[config.mk]
export PLATFORM = sky130hd
export DESIGN_NAME = dio_irq_port
export DESIGN_NICKNAME = d
export VERILOG_FILES = /design/src/rtl/dio_pkg.sv /design/src/rtl/dio_irq_port.sv
export SDC_FILE = /design/constraint.sdc
export NUM_CORES = 1
export LEC_CHECK = 0
export CELL_PAD_IN_SITES_DETAIL_PLACEMENT = 1
export CELL_PAD_IN_SITES_GLOBAL_PLACEMENT = 2
export CORE_MARGIN = 2
export CORE_UTILIZATION = 45
export DETAILED_ROUTE_END_ITERATION = 7
export DONT_BUFFER_PORTS = 1
export GPL_ROUTABILITY_DRIVEN = 0
export PLACE_DENSITY = 0.87
export SLEW_MARGIN = 20
export SYNTH_ARGS = -nofsm -noshare
export SYNTH_HDL_FRONTEND = slang
export SYNTH_SLANG_ARGS = --single-unit
[constraint.sdc]
create_clock -name clk -period 11.4 [get_ports clk]
set_clock_uncertainty 0.1 [all_clocks]
set_input_delay 1.14 -clock clk [delete_from_list [all_inputs] [get_ports clk]]
set_output_delay 1.14 -clock clk [all_outputs]
set_load 0.01 [all_outputs]
[src/rtl/dio_pkg.sv]
// Shared constants and types for the isolated digital I/O port with interrupts.
// Assumes a 50 MHz system clock and a 32-bit Avalon-MM register bus.
package dio_pkg;

  // ****************************************************************
  // Widths and timing
  // ****************************************************************
  localparam int unsigned CHANNELS = 16;
  localparam int unsigned ADDR_W = 5;
  localparam int unsigned FILT_W = 16;
  localparam int unsigned CLK_HZ = 50000000;
  // Filter tick period in nanoseconds; one tick is one filter sample.
  localparam int unsigned TICK_NS = 1000;
  localparam int unsigned TICK_CYC_RAW = (TICK_NS * (CLK_HZ / 1000000)) / 1000;
  localparam int unsigned TICK_CYC = (TICK_CYC_RAW < 1) ? 1 : TICK_CYC_RAW;

  // ****************************************************************
  // Register byte offsets
  // ****************************************************************
  localparam logic [ADDR_W-1:0] OFS_IN_DATA = 5'h00;
  localparam logic [ADDR_W-1:0] OFS_OUT_DATA = 5'h04;
  localparam logic [ADDR_W-1:0] OFS_IRQ_STATUS = 5'h08;
  localparam logic [ADDR_W-1:0] OFS_IRQ_MASK = 5'h0c;
  localparam logic [ADDR_W-1:0] OFS_IRQ_EDGE = 5'h10;
  localparam logic [ADDR_W-1:0] OFS_FILT_CFG = 5'h14;

  // ****************************************************************
  // Reset values
  // ****************************************************************
  localparam logic [CHANNELS-1:0] RST_OUT = 16'h0000;
  localparam logic [CHANNELS-1:0] RST_MASK = 16'h0000;
  localparam logic [CHANNELS-1:0] RST_EDGE = 16'h0000;
  localparam logic [FILT_W-1:0] RST_FILT = 16'h0000;
  localparam logic [CHANNELS-1:0] FIELD_IDLE = 16'hffff;
  localparam logic [31:0] READ_ZERO = 32'h0000_0000;

  // Bus answer state.
  typedef enum logic [0:0] {
    BUS_IDLE = 1'b0,
    BUS_DONE = 1'b1
  } bus_state_e;

  // Avalon-MM request carried as one bundle.
  typedef struct packed {
    logic read;
    logic write;
    logic [ADDR_W-1:0] address;
    logic [31:0] writedata;
  } bus_req_s;

endpackage

[src/rtl/dio_irq_port.sv]
// Digital core of a 16-in, 16-out isolated I/O unit with per-bit interrupts.
// Assumes field inputs are asynchronous and software talks over Avalon-MM.
//
// Overview of operation
// Sixteen filtered inputs, each usable as an interrupt source.
// Sixteen software-set outputs driven to the field side.
// All sixteen input interrupt conditions merge into one shared request.
// Per-bit interrupt enable; a disabled bit never asserts the request.
// Per-bit edge select: field high-to-low or low-to-high triggers.
// Software-configured digital filter rejects noise before reporting or interrupts.
// Reported input value is the inverse of the field level.
// Written output value drives the inverse field level.
// Logical zero is field high, logical one is field low.
// Enabled edges set sticky pending flags; request holds until software clears.
`timescale 1ns/1ps
`default_nettype none

module dio_irq_port
  import dio_pkg::*;
#(
  parameter int unsigned N = CHANNELS
) (
  input wire logic clk, // System clock, 50 MHz.
  input wire logic rstn, // Asynchronous reset, active low.
  input wire logic ce, // Clock enable; low freezes all state.
  input wire logic [N-1:0] field_in, // Raw field input levels.
  output logic [N-1:0] field_out, // Field output levels.
  input wire logic [ADDR_W-1:0] avs_address, // Register byte address.
  input wire logic avs_read, // Read request.
  input wire logic avs_write, // Write request.
  input wire logic [31:0] avs_writedata, // Write data.
  input wire logic [3:0] avs_byteenable, // Byte enables.
  output logic [31:0] avs_readdata, // Read data.
  output logic avs_waitrequest, // Stall until the answer.
  output logic shared_interrupt_request // Level interrupt, active high.
);

  // ****************************************************************
  // Input synchroniser
  // ****************************************************************
  // The stages reset to an idle field, so no edge appears after reset.
  logic [N-1:0] sync1_reg, sync1_next;
  logic [N-1:0] sync2_reg, sync2_next;

  // Two flip-flops bring the field levels into the clock domain.
  always_comb begin
    sync1_next = ce ? field_in : sync1_reg;
    sync2_next = ce ? sync1_reg : sync2_reg;
  end

  // Registers the synchroniser stages.
  always_ff @(posedge clk or negedge rstn) begin
    if (!rstn) begin
      sync1_reg <= FIELD_IDLE[N-1:0];
      sync2_reg <= FIELD_IDLE[N-1:0];
    end else begin
      sync1_reg <= sync1_next;
      sync2_reg <= sync2_next;
    end
  end

  // ****************************************************************
  // Filter tick
  // ****************************************************************
  // One tick counter serves all channels, which keeps the filters small.
  logic [15:0] tick_cnt_reg, tick_cnt_next;
  logic tick;
  logic [FILT_W-1:0] filt_cfg_reg, filt_cfg_next;

  // Divides the clock down to the filter sample rate.
  always_comb begin
    tick = (tick_cnt_reg == 16'(TICK_CYC - 1));
    tick_cnt_next = tick_cnt_reg;
    if (ce) begin
      tick_cnt_next = tick ? 16'h0000 : tick_cnt_reg + 16'h0001;
    end
  end

  // Registers the tick counter.
  always_ff @(posedge clk or negedge rstn) begin
    if (!rstn) begin
      tick_cnt_reg <= 16'h0000;
    end else begin
      tick_cnt_reg <= tick_cnt_next;
    end
  end

  // ****************************************************************
  // Per-channel filter and edge detection
  // ****************************************************************
  logic [N-1:0] stable_reg, stable_next;
  logic [N-1:0] rise_ev, fall_ev;
  logic [N-1:0] edge_sel_reg, edge_sel_next;

  // One copy of the filter and edge logic stands for each input channel.
  genvar g;
  generate
    for (g = 0; g < N; g++) begin : g_chan
      logic [FILT_W-1:0] cnt_reg, cnt_next;

      // A new level is accepted only after it holds for the configured ticks;
      // a setting of zero passes the synchronised level straight through.
      always_comb begin
        cnt_next = cnt_reg;
        stable_next[g] = stable_reg[g];
        if (ce) begin
          if (sync2_reg[g] == stable_reg[g]) begin
            cnt_next = '0;
          end else if (filt_cfg_reg == '0 || (tick && cnt_reg >= filt_cfg_reg - 1'b1)) begin
            stable_next[g] = sync2_reg[g];
            cnt_next = '0;
          end else if (tick) begin
            cnt_next = cnt_reg + 1'b1;
          end
        end
      end

      // Registers the hold counter of this channel.
      always_ff @(posedge clk or negedge rstn) begin
        if (!rstn) begin
          cnt_reg <= '0;
        end else begin
          cnt_reg <= cnt_next;
        end
      end

      // Field falling edge is logical rise, and the reverse.
      assign fall_ev[g] = stable_reg[g] & ~stable_next[g];
      assign rise_ev[g] = ~stable_reg[g] & stable_next[g];
    end
  endgenerate

  // Registers the filtered field levels.
  always_ff @(posedge clk or negedge rstn) begin
    if (!rstn) begin
      stable_reg <= FIELD_IDLE[N-1:0];
    end else begin
      stable_reg <= stable_next;
    end
  end

  // ****************************************************************
  // Interrupt status and request
  // ****************************************************************
  // Status, mask and output state; the request itself is registered for a clean pin.
  logic [N-1:0] status_reg, status_next;
  logic [N-1:0] mask_reg, mask_next;
  logic [N-1:0] out_reg, out_next;
  logic [N-1:0] field_out_reg, field_out_next;
  logic irq_reg, irq_next;
  logic [N-1:0] edge_hit, w1c;
  bus_req_s req;
  logic take;

  // Edge select one means field low-to-high, zero means field high-to-low.
  assign edge_hit = (edge_sel_reg & rise_ev) | (~edge_sel_reg & fall_ev);

  // Enabled edges set sticky bits; a new edge beats a same-cycle clear.
  always_comb begin
    status_next = status_reg;
    if (ce) begin
      status_next = (status_reg & ~w1c) | (edge_hit & mask_reg);
    end
    irq_next = |(status_next & mask_next);
    field_out_next = ~out_next;
  end

  // Registers status, request and field outputs.
  always_ff @(posedge clk or negedge rstn) begin
    if (!rstn) begin
      status_reg <= '0;
      irq_reg <= 1'b0;
      field_out_reg <= FIELD_IDLE[N-1:0];
    end else begin
      status_reg <= status_next;
      irq_reg <= irq_next;
      field_out_reg <= field_out_next;
    end
  end

  // Top outputs come straight from their flip-flops.
  assign shared_interrupt_request = irq_reg;
  assign field_out = field_out_reg;

  // ****************************************************************
  // Register bus slave
  // ****************************************************************
  // Every request is answered one cycle after it is taken, so a master never waits longer.
  bus_state_e bus_state_reg, bus_state_next;
  logic [31:0] rdata_reg, rdata_next;
  logic [31:0] rd_val;
  logic [31:0] be_mask;

  // The request pins travel as one bundle to the decode below.
  assign req = '{read: avs_read, write: avs_write, address: avs_address,
                 writedata: avs_writedata};
  assign take = ce && (bus_state_reg == BUS_IDLE) && (req.read || req.write);
  // Byte enables widen into a bit mask for the write merge.
  assign be_mask = {{8{avs_byteenable[3]}}, {8{avs_byteenable[2]}},
                    {8{avs_byteenable[1]}}, {8{avs_byteenable[0]}}};

  // Selects the read value; unmapped offsets read zero.
  always_comb begin
    rd_val = READ_ZERO;
    if (req.address == OFS_IN_DATA) begin
      rd_val[N-1:0] = ~stable_reg;
    end else if (req.address == OFS_OUT_DATA) begin
      rd_val[N-1:0] = out_reg;
    end else if (req.address == OFS_IRQ_STATUS) begin
      rd_val[N-1:0] = status_reg;
    end else if (req.address == OFS_IRQ_MASK) begin
      rd_val[N-1:0] = mask_reg;
    end else if (req.address == OFS_IRQ_EDGE) begin
      rd_val[N-1:0] = edge_sel_reg;
    end else if (req.address == OFS_FILT_CFG) begin
      rd_val[FILT_W-1:0] = filt_cfg_reg;
    end
  end

  // Writes land in the cycle the request is taken; the answer follows one cycle later.
  always_comb begin
    bus_state_next = bus_state_reg;
    rdata_next = rdata_reg;
    out_next = out_reg;
    mask_next = mask_reg;
    edge_sel_next = edge_sel_reg;
    filt_cfg_next = filt_cfg_reg;
    w1c = '0;
    if (ce) begin
      case (bus_state_reg)
        BUS_IDLE: begin
          if (take) begin
            bus_state_next = BUS_DONE;
            rdata_next = req.read ? rd_val : READ_ZERO;
          end
          if (take && req.write) begin
            if (req.address == OFS_OUT_DATA) begin
              out_next = (out_reg & ~be_mask[N-1:0]) | (req.writedata[N-1:0] & be_mask[N-1:0]);
            end else if (req.address == OFS_IRQ_STATUS) begin
              w1c = req.writedata[N-1:0] & be_mask[N-1:0];
            end else if (req.address == OFS_IRQ_MASK) begin
              mask_next = (mask_reg & ~be_mask[N-1:0]) | (req.writedata[N-1:0] & be_mask[N-1:0]);
            end else if (req.address == OFS_IRQ_EDGE) begin
              edge_sel_next = (edge_sel_reg & ~be_mask[N-1:0]) |
                              (req.writedata[N-1:0] & be_mask[N-1:0]);
            end else if (req.address == OFS_FILT_CFG) begin
              filt_cfg_next = (filt_cfg_reg & ~be_mask[FILT_W-1:0]) |
                              (req.writedata[FILT_W-1:0] & be_mask[FILT_W-1:0]);
            end
          end
        end
        BUS_DONE: begin
          bus_state_next = BUS_IDLE;
        end
        default: begin
          bus_state_next = BUS_IDLE;
        end
      endcase
    end
  end

  // Registers the bus state and the settings that software sees.
  always_ff @(posedge clk or negedge rstn) begin
    if (!rstn) begin
      bus_state_reg <= BUS_IDLE;
      rdata_reg <= READ_ZERO;
      out_reg <= RST_OUT[N-1:0];
      mask_reg <= RST_MASK[N-1:0];
      edge_sel_reg <= RST_EDGE[N-1:0];
      filt_cfg_reg <= RST_FILT;
    end else begin
      bus_state_reg <= bus_state_next;
      rdata_reg <= rdata_next;
      out_reg <= out_next;
      mask_reg <= mask_next;
      edge_sel_reg <= edge_sel_next;
      filt_cfg_reg <= filt_cfg_next;
    end
  end

  // Waitrequest is low only in the answer cycle, so it comes from a flip-flop.
  logic wait_reg, wait_next;
  always_comb begin
    wait_next = wait_reg;
    if (ce) begin
      wait_next = !take;
    end
  end

  // Registers the wait state; it rests high after reset.
  always_ff @(posedge clk or negedge rstn) begin
    if (!rstn) begin
      wait_reg <= 1'b1;
    end else begin
      wait_reg <= wait_next;
    end
  end

  assign avs_waitrequest = wait_reg;
  // Read data stand from the answer cycle until the next answer.
  assign avs_readdata = rdata_reg;

endmodule

`default_nettype wire

==> flow_summary.toml <==
[run_status]
status = "finished clean"

[detailed_routing]
wirelength_mm = 88.5
drc_errors = 0
wire_per_inst_um = 23.5
detail-route-antenna-nets = 0
viasPerCell = 6.18
initialDrtViolationCount = 1378
vias = 23256
first_pass_iters = 8

[setup_path]
path_buf_inv = 4
worst-endpoint-arrival_ps = 6440
startpoint_type = "flop"
cp_common_cell = "buf_4"
worstSetupPathType = "reg2reg"
end_kind = "flop"
worstPathRequired_ps = 11840
cp_cell_sequence = "inv_1 > ha_2 > nor4b_1 > buf_4 > nand2_1 > or4_1 > xor2_2 > buf_4 > ha_1 > and4_1 > a221o_1 > a311oi_1 > o21ai_0 > nor2_1 > o21ai_0 > buf_4 > nor2_1 > a22o_1"
cp_top_family = "simple AND/OR/NAND/NOR gates"
r2r_slack_ps = 5390
crit_fanout = 15
slowest_stage = "nor2_1"
slowest_delay_ps = 760

[cells_and_area]
fillers = 6823
n_antenna_cell = 0
nets = 3246
instances_no_fill = 3765
multi_input_area_sq_um = 15700
synthToLayoutAreaGrowth_pct = 9.97
largest_reg_flops = 256
register_area_sq_um = 11000
drive_above_1_share = 0.111

[clock_network]
hold_buffers = 0
cts_resized = 0
clk_latency_ps = 610
cts_made_buffers = 51
h-tree-depth = 2
clkTransAtPathRegs_ps = 60
cts_tree = "done"
cts_root_buffer = "clkbuf_16"
clockBufferDepth = 3
post_cts.repair.setup_buffers = 0
cts_sinks = 435

[global_route]
grt_overflow = 0
grt_first_pass_wirelength_mm = 139
grt.total_usage = 0.281
first_global_vias = 24717
grt_max_degree = 436
antenna_found_initial = 1

[power]
ir_worst_vdd_uv = 113
netSwitchingPower_mw = 2.11
p_leak_nw = 14.7
clockPowerShare = 0.325
internal_power_mw = 3.40
power_frac_seq = 0.346
pwr-share-comb = 0.329
finalPower_mw = 5.51
swShare = 0.383
p_per_area_nw_per_um2 = 183

[floorplanning]
start_util = 0.454
row_count = 90
die_w_um = 251
dieArea_sq_um = 62900
coreArea_sq_um = 60400
die_h_um = 251
pin_count = 112

[timing]
fin_crit_ps = 6010
timing.final.crit_share = 0.527
fmax_ghz = 0.166
hold_slack_ps = 164
hold_viol_final = 0
finalSetupViolations = 0
worst_pin_slew_ps = 1180
slew_headroom = 0.210
fin_tns_setup_ps = 0
rsz0062_at_grt = "false"
drv_slew = 0
setup_ws_ps = 5390

[logic_synthesis]
synth_most_common_cell = "dfrtp_1"
synth-edff-count = 0
ys_seq_elements = 435
yosysWarningCount = 0
ys_types = 84
synth_top_area_share = 0.338
synth_area_leaders = "dfrtp_1, ha_1, o21ai_0, dfstp_2, nand2_1"
yosysSeqAreaShare = 0.400
syn_inst = 2949
ys.flop_type = "dfrtp_1"
yosysTopAreaCell = "dfrtp_1"
syn-cell-area_sq_um = 27400
async_flop_share = 1.00
netlist_top_cells_count = "dfrtp_1, o21ai_0, nand2_1"
syn_area_per_cell_sq_um = 9.30

[min_path]
worstHoldPathType = "in2async"

[place]
dp_hpwl_mm = 59.3
dp_slack_ps = 5460
port-buffer-count = 0
dp_cells = 3670

[run]
maxCapViolCount = 0
-- final timing paths --
path                                 start                endpoint  depth (start not counted)
worst max-delay path                  flop   g_chan[5].cnt_reg[12]                         18
max in group asynchronous             rstn  g_chan[13].cnt_reg[14]                          0
worst min register to register  out_reg[5]            field_out[5]                          1
min in group clk                out_reg[5]            field_out[5]                          1
worst max register to register        flop   g_chan[5].cnt_reg[12]                         18
worst min-delay path                  rstn        tick_cnt_reg[14]                          0
-- cells in the final DEF (no fill, tap or decap), types with 83 or more instances in the layout --
| cell type | instances |
|---|---|
| a21oi_1 | 119 |
| and3_1 | 140 |
| dfrtp_1 | 370 |
| ha_1 | 242 |
| inv_1 | 110 |
| mux2_2 | 84 |
| nand2_1 | 262 |
| nand3_1 | 83 |
| nor2_1 | 227 |
| o21ai_0 | 343 |
-- layout make-up --
type / instances / area share
Clock inverter: 18 / 0.00821
Tap cell: 782 / 0.0324
Clock buffer: 77 / 0.0526
Timing Repair Buffer: 39 / 0.00971
Inverter: 111 / 0.0138
Sequential cell: 435 / 0.364
Multi-Input combinational cell: 2303 / 0.520
-- worst register-to-register path, cell delays in order (launching register included) --
cell and delay (ps):
dfrtp_1 430, inv_1 100, ha_2 230, nor4b_1 280, buf_4 190, nand2_1 110, or4_1 460, xor2_2 680
buf_4 410, ha_1 300, and4_1 190, a221o_1 290, a311oi_1 250, o21ai_0 220, nor2_1 310, o21ai_0 130
buf_4 230, nor2_1 770, a22o_1 250
-- logic make-up (layout without fill, tap and decap cells) --
logic type,Yosys count,in the layout,share of synthesized area
AND/OR/NAND/NOR,996,996,0.186
multiplexers,100,100,0.0403
flip-flops,435,435,0.400
adder cells (fa/ha/maj),247,247,0.112
AO/OA/AOI/OAI,820,820,0.184
other,1,16,0.000137
XOR/XNOR,124,124,0.0422
buffers and inverters,226,245,0.0354
-- metrics by stage --
stage	cell area, sq um	utilization
floorplan	27500	-
global placement	28300	0.469
detailed placement	28300	0.469
CTS	30200	0.500
global route	30200	0.500
finish	30200	0.500
-- layer usage --
layer / global-route usage / share of wire
met5: 0 / 0
met3: 0.0389 / 0.045
met1: 0.361 / 0.44
met4: 0.107 / 0.039
met2: 0.482 / 0.48
-- power groups by stage --
stage                     registers (mW)  logic (mW)  clock network, mW
after floorplan                     1.86        1.14                  0
after global placement              1.91        1.69                  0
after detailed placement            1.93        1.78                  0
after CTS                           1.90        1.80               1.83
after global routing                1.93        1.98               1.88
final                               1.91        1.81               1.79
Note: power is estimated with default switching activity, not from simulation.
